--- config.mk ---
export PLATFORM = sky130hd
export DESIGN_NAME = msrb_bank
export DESIGN_NICKNAME = d
export VERILOG_FILES = /design/src/logic/msrb_check_bank.v /design/src/logic/msrb_bank.v
export VERILOG_INCLUDE_DIRS = /design/src /design/src/logic
export SDC_FILE = /design/constraint.sdc
export NUM_CORES = 1
export LEC_CHECK = 0
export BUFFER_PORTS_ARGS = -buffer_cell sky130_fd_sc_hd__buf_2
export CAP_MARGIN = 40
export CELL_PAD_IN_SITES_DETAIL_PLACEMENT = 1
export CELL_PAD_IN_SITES_GLOBAL_PLACEMENT = 2
export CORE_MARGIN = 5
export CORE_UTILIZATION = 31
export CTS_CLUSTER_DIAMETER = 40
export DETAILED_ROUTE_END_ITERATION = 8
export GPL_TIMING_DRIVEN = 0
export PLACE_DENSITY_LB_ADDON = 0.2
export SLEW_MARGIN = 20
export SYNTH_ARGS = -nofsm -noshare
export SYNTH_HDL_FRONTEND = slang
export SYNTH_HIERARCHICAL = 1
export SYNTH_SLANG_ARGS = --single-unit
--- constraint.sdc ---
create_clock -name mclk -period 2.5 [get_ports mclk]
set_input_delay 0.125 -clock mclk [delete_from_list [all_inputs] [get_ports mclk]]
set_output_delay 0.125 -clock mclk [all_outputs]
set_load 0.1 [all_outputs]
--- src/logic/msrb_regs.vh ---
// Register indices, field positions and reset values of the model-specific register bank
`ifndef MSRB_REGS_VH
`define MSRB_REGS_VH

// Register indices, as seen on the register port
`define MSRB_IDX_W            12
`define MSRB_STACK_INDEX      12'h1c9
`define MSRB_FEATURE_MISC     12'h1a0
`define MSRB_DEBUG_CONTROL    12'h1d9
`define MSRB_LER_TARGET       12'h1dd
`define MSRB_LER_SOURCE       12'h1de
`define MSRB_DEF_MEM_TYPE     12'h2ff
`define MSRB_BANK0_CTL        12'h400
`define MSRB_BANK0_STATUS     12'h401
`define MSRB_BANK0_ADDR       12'h402
`define MSRB_BANK1_CTL        12'h404
`define MSRB_BANK1_STATUS     12'h405
`define MSRB_BANK1_ADDR       12'h406
`define MSRB_EVENT_STATUS     12'h7f0
`define MSRB_EVENT_MASK       12'h7f1

// Feature-enable fields
`define MSRB_FE_PERF_MON      7
`define MSRB_FE_ERR_MUX       10
`define MSRB_FE_NO_TRACE      11
`define MSRB_FE_NO_SAMPLING   12
`define MSRB_FE_FREQ_SCALE    16

// Debug-control fields
`define MSRB_DBG_RECORD       0

// Machine-check status fields
`define MSRB_MC_VALID         63
`define MSRB_MC_ADDR_VALID    58
`define MSRB_MC_CODE_W        16

// Event status bits
`define MSRB_EV_W             3
`define MSRB_EV_EXCEPTION     0
`define MSRB_EV_BANK0         1
`define MSRB_EV_BANK1         2

// Reset values
`define MSRB_RST_64           64'h0000000000000000
`define MSRB_RST_EV           3'h0
`define MSRB_RST_INDEX        4'h0

`endif

--- src/logic/msrb_check_bank.v ---
// One machine-check bank: control, status and error address
`timescale 1ns/1ps
`include "msrb_regs.vh"

module msrb_check_bank #(
  parameter ADDR_W = 36
) (
  input  wire                        mclk,
  input  wire                        srst,
  input  wire                        wr_ctl,
  input  wire                        wr_status,
  input  wire [63:0]                 wdata,
  input  wire                        err_event,
  input  wire [`MSRB_MC_CODE_W-1:0]  err_code,
  input  wire                        err_addr_valid,
  input  wire [ADDR_W-1:0]           err_addr,
  output reg  [63:0]                 ctl,
  output reg  [63:0]                 status,
  output wire [63:0]                 addr_view
);

  reg [ADDR_W-1:0] addr_q;

  always @(posedge mclk) begin
    if (srst) begin
      ctl    <= `MSRB_RST_64;
      status <= `MSRB_RST_64;
      addr_q <= {ADDR_W{1'b0}};
    end else begin
      if (wr_ctl) begin
        ctl <= wdata;
      end
      // A hardware error wins over a software write in the same cycle
      if (err_event) begin
        status <= `MSRB_RST_64;
        status[`MSRB_MC_VALID] <= 1'b1;
        status[`MSRB_MC_ADDR_VALID] <= err_addr_valid;
        status[`MSRB_MC_CODE_W-1:0] <= err_code;
        if (err_addr_valid) begin
          addr_q <= err_addr;
        end
      end else if (wr_status) begin
        status <= wdata;
      end
    end
  end

  assign addr_view = status[`MSRB_MC_ADDR_VALID] ? {{(64-ADDR_W){1'b0}}, addr_q} : `MSRB_RST_64;

endmodule

--- src/logic/msrb_bank.v ---
// Model-specific register bank: feature enables, branch records, memory type, machine check
//
// The strobed register port was chosen for this implementation.
`timescale 1ns/1ps
`include "msrb_regs.vh"

module msrb_bank #(
  parameter IP_W        = 32,
  parameter MC_ADDR_W   = 36,
  parameter INDEX_W     = 4,
  parameter TRACE_ABSENT = 1,
  parameter BANK0_ADDR  = 1,
  parameter BANK1_ADDR  = 1
) (
  input  wire                        mclk,
  input  wire                        srst,
  input  wire [`MSRB_IDX_W-1:0]      reg_addr,
  input  wire [63:0]                 reg_wdata,
  input  wire                        reg_wr,
  input  wire                        reg_rd,
  output reg  [63:0]                 reg_rdata,
  output reg                         reg_fault,
  input  wire                        perf_mon_enabled,
  input  wire                        freq_scale_locked,
  input  wire                        fp_error,
  input  wire                        break_pending,
  input  wire                        branch_taken,
  input  wire [IP_W-1:0]             branch_source_ip,
  input  wire [IP_W-1:0]             branch_target_ip,
  input  wire                        exception_event,
  input  wire                        mc0_error,
  input  wire [`MSRB_MC_CODE_W-1:0]  mc0_code,
  input  wire                        mc0_addr_valid,
  input  wire [MC_ADDR_W-1:0]        mc0_addr,
  input  wire                        mc1_error,
  input  wire [`MSRB_MC_CODE_W-1:0]  mc1_code,
  input  wire                        mc1_addr_valid,
  input  wire [MC_ADDR_W-1:0]        mc1_addr,
  output reg                         float_error_pin,
  output reg                         freq_scale_en,
  output reg  [63:0]                 debug_control,
  output reg  [63:0]                 default_memory_type,
  output reg                         irq
);

  // Decoded access strobes
  wire wr_feature;
  wire wr_debug;
  wire wr_memtype;
  wire wr_b0_ctl;
  wire wr_b0_status;
  wire wr_b1_ctl;
  wire wr_b1_status;
  wire wr_ev_mask;
  wire rd_ev_status;

  // Feature-enable state: two writable bits and the registered monitor input
  reg             err_mux;
  reg             freq_scale;
  reg             perf_mon_q;

  // Branch recording
  reg [INDEX_W-1:0] stack_top_index;
  reg [IP_W-1:0]    last_source;
  reg [IP_W-1:0]    last_target;
  reg [IP_W-1:0]    ler_source;
  reg [IP_W-1:0]    ler_target;

  // Event status and mask
  reg [`MSRB_EV_W-1:0] ev_status;
  reg [`MSRB_EV_W-1:0] ev_mask;
  reg [`MSRB_EV_W-1:0] next_ev_status;

  // Machine-check banks
  wire [63:0] b0_ctl;
  wire [63:0] b0_status;
  wire [63:0] b0_addr;
  wire [63:0] b1_ctl;
  wire [63:0] b1_status;
  wire [63:0] b1_addr;

  // Read path
  reg [63:0] next_rdata;
  reg        next_fault;
  reg        mapped;

  wire [63:0] feature_view;

  // Widen an instruction pointer to a full register
  function [63:0] widen_ip;
    input [IP_W-1:0] ip;
    begin
      widen_ip = {{(64-IP_W){1'b0}}, ip};
    end
  endfunction

  // True for a bank address index that the build leaves out
  function addr_missing;
    input [`MSRB_IDX_W-1:0] idx;
    begin
      addr_missing = ((idx == `MSRB_BANK0_ADDR) && (BANK0_ADDR == 0)) ||
                     ((idx == `MSRB_BANK1_ADDR) && (BANK1_ADDR == 0));
    end
  endfunction

  assign wr_feature   = reg_wr && (reg_addr == `MSRB_FEATURE_MISC);
  assign wr_debug     = reg_wr && (reg_addr == `MSRB_DEBUG_CONTROL);
  assign wr_memtype   = reg_wr && (reg_addr == `MSRB_DEF_MEM_TYPE);
  assign wr_b0_ctl    = reg_wr && (reg_addr == `MSRB_BANK0_CTL);
  assign wr_b0_status = reg_wr && (reg_addr == `MSRB_BANK0_STATUS);
  assign wr_b1_ctl    = reg_wr && (reg_addr == `MSRB_BANK1_CTL);
  assign wr_b1_status = reg_wr && (reg_addr == `MSRB_BANK1_STATUS);
  assign wr_ev_mask   = reg_wr && (reg_addr == `MSRB_EVENT_MASK);
  assign rd_ev_status = reg_rd && (reg_addr == `MSRB_EVENT_STATUS);

  assign feature_view = {47'h0,
                         freq_scale,
                         3'h0,
                         1'b1,
                         (TRACE_ABSENT != 0),
                         err_mux,
                         2'h0,
                         perf_mon_q,
                         7'h00};

  // Feature-enable and control registers
  always @(posedge mclk) begin
    if (srst) begin
      err_mux             <= 1'b0;
      freq_scale          <= 1'b0;
      perf_mon_q          <= 1'b0;
      debug_control       <= `MSRB_RST_64;
      default_memory_type <= `MSRB_RST_64;
      ev_mask             <= `MSRB_RST_EV;
    end else begin
      perf_mon_q <= perf_mon_enabled;
      if (wr_feature) begin
        err_mux <= reg_wdata[`MSRB_FE_ERR_MUX];
        if (!freq_scale_locked) begin
          freq_scale <= reg_wdata[`MSRB_FE_FREQ_SCALE];
        end
      end
      if (wr_debug) begin
        debug_control <= reg_wdata;
      end
      if (wr_memtype) begin
        default_memory_type <= reg_wdata;
      end
      if (wr_ev_mask) begin
        ev_mask <= reg_wdata[`MSRB_EV_W-1:0];
      end
    end
  end

  // Pins that the feature bits steer
  always @(posedge mclk) begin
    if (srst) begin
      float_error_pin <= 1'b0;
      freq_scale_en   <= 1'b0;
    end else begin
      if (err_mux) begin
        float_error_pin <= break_pending;
      end else begin
        float_error_pin <= fp_error;
      end
      freq_scale_en <= freq_scale;
    end
  end

  // Branch records; exception capture reads the branch already recorded,
  // so a branch in the same cycle as the exception is not counted before it
  always @(posedge mclk) begin
    if (srst) begin
      stack_top_index <= {INDEX_W{1'b0}};
      last_source     <= {IP_W{1'b0}};
      last_target     <= {IP_W{1'b0}};
      ler_source      <= {IP_W{1'b0}};
      ler_target      <= {IP_W{1'b0}};
    end else begin
      if (branch_taken && debug_control[`MSRB_DBG_RECORD]) begin
        stack_top_index <= stack_top_index + {{(INDEX_W-1){1'b0}}, 1'b1};
        last_source     <= branch_source_ip;
        last_target     <= branch_target_ip;
      end
      if (exception_event && debug_control[`MSRB_DBG_RECORD]) begin
        ler_target <= last_target;
        ler_source <= last_source;
      end
    end
  end

  // Machine-check banks on four-index strides
  // bank 0 at 400h
  msrb_check_bank #(
    .ADDR_W         (MC_ADDR_W)
  ) u_bank0 (
    .mclk           (mclk),
    .srst           (srst),
    .wr_ctl         (wr_b0_ctl),
    .wr_status      (wr_b0_status),
    .wdata          (reg_wdata),
    .err_event      (mc0_error),
    .err_code       (mc0_code),
    .err_addr_valid (mc0_addr_valid),
    .err_addr       (mc0_addr),
    .ctl            (b0_ctl),
    .status         (b0_status),
    .addr_view      (b0_addr)
  );

  msrb_check_bank #(
    .ADDR_W         (MC_ADDR_W)
  ) u_bank1 (
    .mclk           (mclk),
    .srst           (srst),
    .wr_ctl         (wr_b1_ctl),
    .wr_status      (wr_b1_status),
    .wdata          (reg_wdata),
    .err_event      (mc1_error),
    .err_code       (mc1_code),
    .err_addr_valid (mc1_addr_valid),
    .err_addr       (mc1_addr),
    .ctl            (b1_ctl),
    .status         (b1_status),
    .addr_view      (b1_addr)
  );

  // Sticky events; a new event beats the clear-on-read
  always @* begin
    next_ev_status = ev_status;
    if (rd_ev_status) begin
      next_ev_status = `MSRB_RST_EV;
    end
    if (exception_event && debug_control[`MSRB_DBG_RECORD]) begin
      next_ev_status[`MSRB_EV_EXCEPTION] = 1'b1;
    end
    if (mc0_error) begin
      next_ev_status[`MSRB_EV_BANK0] = 1'b1;
    end
    if (mc1_error) begin
      next_ev_status[`MSRB_EV_BANK1] = 1'b1;
    end
  end

  always @(posedge mclk) begin
    if (srst) begin
      ev_status <= `MSRB_RST_EV;
      irq       <= 1'b0;
    end else begin
      ev_status <= next_ev_status;
      irq       <= |(next_ev_status & ev_mask);
    end
  end

  // Read mux
  always @* begin
    next_rdata = `MSRB_RST_64;
    mapped     = 1'b1;
    case (reg_addr)
      `MSRB_FEATURE_MISC: begin
        next_rdata = feature_view;
      end
      `MSRB_STACK_INDEX: begin
        next_rdata = {{(64-INDEX_W){1'b0}}, stack_top_index};
      end
      `MSRB_DEBUG_CONTROL: begin
        next_rdata = debug_control;
      end
      `MSRB_LER_TARGET: begin
        next_rdata = widen_ip(ler_target);
      end
      `MSRB_LER_SOURCE: begin
        next_rdata = widen_ip(ler_source);
      end
      `MSRB_DEF_MEM_TYPE: begin
        next_rdata = default_memory_type;
      end
      `MSRB_BANK0_CTL: begin
        next_rdata = b0_ctl;
      end
      `MSRB_BANK0_STATUS: begin
        next_rdata = b0_status;
      end
      `MSRB_BANK0_ADDR: begin
        next_rdata = b0_addr;
      end
      `MSRB_BANK1_CTL: begin
        next_rdata = b1_ctl;
      end
      `MSRB_BANK1_STATUS: begin
        next_rdata = b1_status;
      end
      `MSRB_BANK1_ADDR: begin
        next_rdata = b1_addr;
      end
      `MSRB_EVENT_STATUS: begin
        next_rdata = {61'h0, ev_status};
      end
      `MSRB_EVENT_MASK: begin
        next_rdata = {61'h0, ev_mask};
      end
      default: begin
        mapped = 1'b0;
      end
    endcase
    next_fault = (reg_rd || reg_wr) && (!mapped || addr_missing(reg_addr));
    if (!reg_rd || next_fault) begin
      next_rdata = `MSRB_RST_64;
    end
  end

  // Answer in the cycle after the strobe; the slave never stalls
  always @(posedge mclk) begin
    if (srst) begin
      reg_rdata <= `MSRB_RST_64;
      reg_fault <= 1'b0;
    end else begin
      reg_rdata <= next_rdata;
      reg_fault <= next_fault;
    end
  end

endmodule

==> results.yml, run 1 <==
synth:
  ys_types: 59
  yosysSeqAreaShare: 0.449
  postSynthCellCount: 3299
  synthFlopType: "dfxtp_1"
  netlist_area_sq_um: 29600
  synth_enable_flop_cells: 0
  yosysWarnings: 6
  synth_async_sr_flop_share: 0
  synth-seq-cells: 665
  postSynthAreaPerCell_sq_um: 8.98
critical_path:
  crit_required_ps: 3060
  crit_path_end_kind: "flop"
  worstPathArrival_ps: 3090
  cp.buffers_inverters: 2
  cp_max_fo: 10
  path_cells: "clkbuf_1 -> or4bb_1 -> nor3_2 -> nand2_2 -> clkbuf_1 -> nand2_1 -> a21oi_1"
  cp-start-kind: "input pin"
  cp_top_family: "simple AND/OR/NAND/NOR gates"
  worst-setup-path-type: "input pin to flop"
  crit_start: "reg_addr[1]"
  crit_slowest_cell: "nor3_2"
  r2r_start: "u_bank1/status[58]$_SDFFE_PP0P_"
  cp_slowest_stage_delay_ps: 750
  crit_top_cell: "clkbuf_1"
timing:
  setup_tns_ps: -73.3
  skew_ps: 33.9
  worst_slew_pin_slew_ps: 936
  drv_slew: 0
  finalHoldViolCount: 0
  fin_crit_sh: 1.01
  period_needed_ps: 2530
  slew_headroom: 0.376
  fmax_mhz: 396
  layout_setup_ws_ps: -25.1
  setup_viol: 5
  fin_hold_ws_ps: 91.4
drt:
  drt_iter0_drc: 2300
  wire_per_inst_microns: 26.8
  vias: 28977
  finalWirelength_microns: 150000
  drc: 0
  drtPass1Iterations: 6
  ant_nets: 0
  vias_per_cell: 5.17
clocking:
  path_clk_slew_ps: 50
  cts.sinks: 665
  clk_latency_ps: 730
  clock_path_buffers: 3
  cts_tree: "built"
  cts-buffers-inserted: 132
  cts_max_level: 4
  clock-root-buffer: "clkbuf_16"
outcome:
  violations: "negative setup slack"
  status: "finished with violations"
die:
  coreArea_sq_um: 95000
  ios: 454
  dieWidth_microns: 319
  start_util: 0.312
  die-area_sq_um: 102000
  die_h_microns: 319
  rows: 113
grt:
  grt_max_degree: 17
  grt_pass1_wl_microns: 212000
  antenna_found_initial: 14
  track_usage: 0.283
  grt_overflow_total: 0
  grt_pass1_vias: 29938
final_layout:
  nFillCells: 11141
  fin_cells: 5609
  drive_gt1_frac: 0.256
  syn_to_final_growth_pct: 40.0
  final_core_util: 0.437
  final_nets: 4489
power_and_ir_drop:
  leakagePower_nw: 15.2
  p_sw_w: 0.00741
  ir_worst_vdd_mv: 0.598
  power_frac_clock: 0.591
  p_seq_frac: 0.346
  p_per_area_nw_per_um2: 751
  swShare: 0.238
  p_int_w: 0.0238
  power_frac_comb: 0.063
placement:
  routabilityCongestion: 0.906
  io_buffers: 448
  place_ws_ps: -1870
  dp_hpwl_microns: 113000
  dp_cells: 5098
hold_path:
  hold_start: "reg_addr[3]"
  hold_class: "input pin to flop"
run:
  drv_cap: 0
[Yosys cell counts (3+ instances only)]
master / instances / share of area
nor2_4: 80 / 0.030
a32oi_1: 5 / 0.0015
nand2b_1: 6 / 0.0013
buf_1: 19 / 0.0024
nand4b_1: 4 / 0.0012
o22ai_1: 4 / 0.00084
nor3_1: 9 / 0.0015
inv_1: 3 / 0.00038
or2_2: 15 / 0.0032
o32ai_1: 4 / 0.0012
nor3b_1: 3 / 0.00076
a31oi_2: 50 / 0.021
a221oi_1: 7 / 0.0021
a222oi_1: 40 / 0.014
clkbuf_1: 188 / 0.024
a31oi_1: 11 / 0.0023
mux2i_1: 342 / 0.12
nor4_1: 6 / 0.0013
buf_12: 8 / 0.0054
a22oi_1: 93 / 0.024
dfxtp_1: 665 / 0.45
a21oi_1: 356 / 0.060
and2_1: 79 / 0.017
o2bb2ai_1: 9 / 0.0027
buf_2: 39 / 0.0066
a22o_1: 6 / 0.0018
mux2_2: 19 / 0.0072
nand3_1: 78 / 0.013
or3_1: 3 / 0.00063
buf_4: 71 / 0.018
nand2_1: 632 / 0.080
buf_6: 14 / 0.0053
a211oi_1: 38 / 0.0096
nor2_1: 182 / 0.023
o21ai_0: 66 / 0.011
nand4_1: 4 / 0.00084
nor2b_1: 41 / 0.0087
a21bo_2: 72 / 0.024
[through the flow]
stage	power [W]	area [sq um]
6_report	0.0312	41500
4_1_cts	0.0314	41400
3_3_place_gp	0.0125	33700
3_5_place_dp	0.0126	34100
2_1_floorplan	0.0117	29800
5_1_grt	0.0320	41500
[cell usage in the layout (no fill, tap or decap), types with 79 or more instances in the layout]
cell,instances
clkbuf_1,186
dfxtp_1,665
a21oi_1,355
buf_4,79
nor2_4,80
clkbuf_16,138
nor2_1,180
nand2_1,631
a22oi_1,93
dlygate4sd3_1,262
buf_2,487
mux2i_1,342
[registers in the layout, indices dropped and copies added, names as in the netlist, 36 cells and up]
register and cells:
default_memory_type 64, u_bank1/status 64, debug_control 64, u_bank1/ctl 64, u_bank0/addr_q 36, u_bank0/status 64, reg_rdata 64, u_bank1/addr_q 36
u_bank0/ctl 64
[power groups by stage]
stage / registers, W / clock network (W) / logic (W)
global route: 0.0108 / 0.0192 / 0.00206
global placement: 0.0110 / 0 / 0.00156
CTS: 0.0108 / 0.0187 / 0.00193
finish: 0.0108 / 0.0184 / 0.00198
detailed placement: 0.0110 / 0 / 0.00160
floorplan: 0.0110 / 0 / 0.000739
[worst paths after layout]
kind / endpoint / slack, ps / cells after the start
max: debug_control[29]$_SDFFE_PP0P_ / -30 / 7
min: reg_fault$_SDFF_PP0_ / 90 / 5
max reg2reg: reg_rdata[16]$_SDFF_PP0_ / -10 / 7
min reg2reg: ler_target[23]$_SDFFE_PP0P_ / 450 / 2
[final cells by class]
class / count / area (sq um) / area share
clock buffers: 180 / 3830 / 0.0924
repair buffers: 746 / 5300 / 0.128
flip-flops and latches: 665 / 13300 / 0.321
inverters: 5 / 18.8 / 0.000453
multi-input cells: 2344 / 14800 / 0.356
well taps: 1265 / 1580 / 0.0382
clock inverters: 58 / 778 / 0.0188
plain buffers: 336 / 1850 / 0.0447
diodes: 10 / 25.0 / 0.000603
[layer usage]
metal | vias to the layer above | track usage | part of all wire
li1 | 13256 | - | -
met1 | 14475 | 0.361 | 0.43
met2 | 1022 | 0.483 | 0.48
met3 | 222 | 0.0531 | 0.062
met4 | 2 | 0.0943 | 0.034
met5 | - | 0 | 0.00011
[cells by family (layout without fill, tap and decap cells)]
| family | after synthesis | count (layout) | share of synthesized area |
|---|---|---|---|
| and+or+nand+nor | 1157 | 1157 | 0.187 |
| AOI/OAI and AO/OA | 766 | 766 | 0.177 |
| DFF | 665 | 665 | 0.449 |
| muxes | 361 | 361 | 0.123 |
| buffers and inverters | 344 | 1325 | 0.0621 |
| xor gates and xnor gates | 3 | 3 | 0.000887 |
| other | 2 | 66 | 0.000253 |
| adders and majority gates | 1 | 1 | 0.000422 |
[worst min-delay path: stages]
cell and delay, ps:
buf_2 160, a21oi_1 140, a221oi_1 120, nand3_1 100, nor3_1 100
[repair_timing]
| item | CTS | global route |
|---|---|---|
| pin swaps | 1 | 0 |
| hold buffers | 262 | 0 |
| setup buffers | 1 | 0 |
| setup endpoints to repair | 405 | 103 |
| gates resized for setup | 31 | 16 |
| endpoints found under the hold margin | 532 | 0 |
(Power assumes the default switching activity.)
==> inputs of run 2 (changes only) <==
BUFFER_PORTS_ARGS = unset   (was -buffer_cell sky130_fd_sc_hd__buf_2)
CORE_UTILIZATION = 35   (was 31)
DONT_BUFFER_PORTS = 1   (was unset)
==> run 2 against run 1 <==
The run now ends clean; die area down 11%; global-route usage rose by 4.5 points; count of clock-buffer cells in the layout is 45 lower; sequential power about the same; flip-flop and latch count did not move; routed wire length grew 2.5%.
==> results.yml, run 2 (synthesized netlist as in run 1, its figures left out) <==
die:
  start_util: 0.354
  coreArea_sq_um: 83800
  die_h_microns: 301
  ios: 454
  die-area_sq_um: 90600
  dieWidth_microns: 301
  rows: 106
power_and_ir_drop:
  ir_worst_vdd_mv: 0.585
  p_seq_frac: 0.359
  power_frac_clock: 0.582
  swShare: 0.245
  leakagePower_nw: 14.8
  p_per_area_nw_per_um2: 695
  power_frac_comb: 0.059
  p_total_w: 0.0300
  p_int_w: 0.0226
  p_sw_w: 0.00735
final_layout:
  final_nets: 4225
  layout_common_cells: "dfxtp_1 (663), nand2_1 (631), a21oi_1 (356)"
  final_core_util: 0.515
  fin_cells: 5222
  syn_to_final_growth_pct: 45.7
  drive_gt1_frac: 0.209
  final_common_cell: "dfxtp_1"
timing:
  skew_ps: 23.3
  setup_viol: 0
  fin_crit_sh: 0.987
  finalHoldViolCount: 0
  rsz0062_at_grt: "no"
  slew_headroom: 0.359
  worst_slew_pin_slew_ps: 961
  drv_slew: 0
  period_needed_ps: 2470
  fmax_mhz: 405
drt:
  ant_nets: 0
  vias: 28994
  finalWirelength_microns: 154000
  vias_per_cell: 5.55
  drtPass1Iterations: 6
  drc: 0
  drt_iter0_drc: 2442
  wire_per_inst_microns: 29.5
placement:
  io_buffers: 0
  dp_hpwl_microns: 114000
  dp_cells: 4713
  routabilityCongestion: 0.947
clocking:
  path_clk_slew_ps: 60
  clock_path_buffers: 3
  cts_max_level: 3
  clk_latency_ps: 690
  cts.sinks: 665
  clock-root-buffer: "clkbuf_16"
  cts_tree: "built"
  cts-buffers-inserted: 118
outcome:
  status: "finished, final reports clean"
grt:
  grt_pass1_vias: 31306
  grt_max_degree: 17
  grt_overflow_total: 0
  grt_pass1_wl_microns: 219000
  track_usage: 0.328
  antenna_found_initial: 23
critical_path:
  cp_max_fo: 10
  crit_path_end_kind: "flop"
  cp-start-kind: "input pin"
  worstPathArrival_ps: 3040
  cp_slowest_stage_delay_ps: 540
  crit_required_ps: 3070
  crit_slowest_cell: "clkbuf_1"
  r2r_start: "u_bank1/status[58]$_SDFFE_PP0P_"
  cp.buffers_inverters: 4
  worst-setup-path-type: "input pin to flop"
  crit_start: "reg_addr[0]"
  cp_top_family: "buffers and inverters"
  path_cells: "buf_2 -> clkbuf_1 -> nor2b_1 -> clkbuf_1 -> buf_2 -> a22oi_1 -> o2bb2ai_1 -> nand2_1 -> a31oi_2"
hold_path:
  hold_start: "reg_addr[9]"
  hold_class: "input pin to flop"
run:
  drv_cap: 0
==> run 2: power groups by stage <==
| stage | Clock (W) | Sequential [W] | Combinational (W) |
|---|---|---|---|
| floorplan | 0 | 0.0110 | 0.000739 |
| detailed placement | 0 | 0.0110 | 0.00121 |
| global placement | 0 | 0.0110 | 0.00113 |
| CTS | 0.0176 | 0.0108 | 0.00170 |
| finish | 0.0175 | 0.0108 | 0.00177 |
| global route | 0.0181 | 0.0108 | 0.00183 |
==> run 2: area by class of cell <==
type	instances	area [sq um]
diodes	20	50.0
clock buffers	135	3150
plain buffers	335	1840
clock inverters	87	1160
fillers	9302	40700
well taps	1134	1420
flip-flops and latches	665	13300
multi-input cells	2344	14800
repair buffers	497	7440
inverters	5	18.8
==> run 2: path summary, 6_finish.rpt <==
kind	endpoint	slack, ps	cells after the start
worst min register to register	ler_source[26]$_SDFFE_PP0P_	460	2
worst min-delay path	reg_rdata[8]$_SDFF_PP0_	60	5
worst max-delay path	reg_rdata[28]$_SDFF_PP0_	30	9
worst max register to register	reg_rdata[16]$_SDFF_PP0_	100	7
==> run 2: worst min-delay path, cell delays in order <==
cell and delay (ps):
nor4_4 30, nand3_4 180, nor2_1 70, a21oi_1 160, a31oi_2 100
==> run 2: metrics by stage <==
| stage | worst slack, ps | cell area [sq um] | TNS, ps | hold slack [ps] |
|---|---|---|---|---|
| 3_3_place_gp | -2500 | 31300 | -615150 | 263 |
| 5_1_grt | 6.80 | 43100 | 0 | 43.3 |
| 6_report | 31.3 | 43200 | 0 | 55.4 |
| 3_5_place_dp | -1670 | 36000 | -482050 | 270 |
| 2_1_floorplan | 122 | 29800 | 0 | 253 |
| 4_1_cts | 18.2 | 43000 | 0 | 2.96 |
==> run 2: what timing repair did <==
action                                  in CTS  in global routing
pin swaps                                    1                  0
hold buffers                               267                  0
endpoints found under the setup margin     407                245
resized for setup                           23                 14
setup buffers                                1                  0
endpoints found under the hold margin      538                  0
==> run 2: per-layer routing <==
| layer | vias up | global-route usage | wire length [microns] |
|---|---|---|---|
| met5 | - | 0 | 82 |
| met4 | 12 | 0.149 | 7950 |
| met3 | 417 | 0.0510 | 9750 |
| met2 | 1316 | 0.568 | 74800 |
| met1 | 14504 | 0.402 | 61400 |
| li1 | 12745 | - | - |
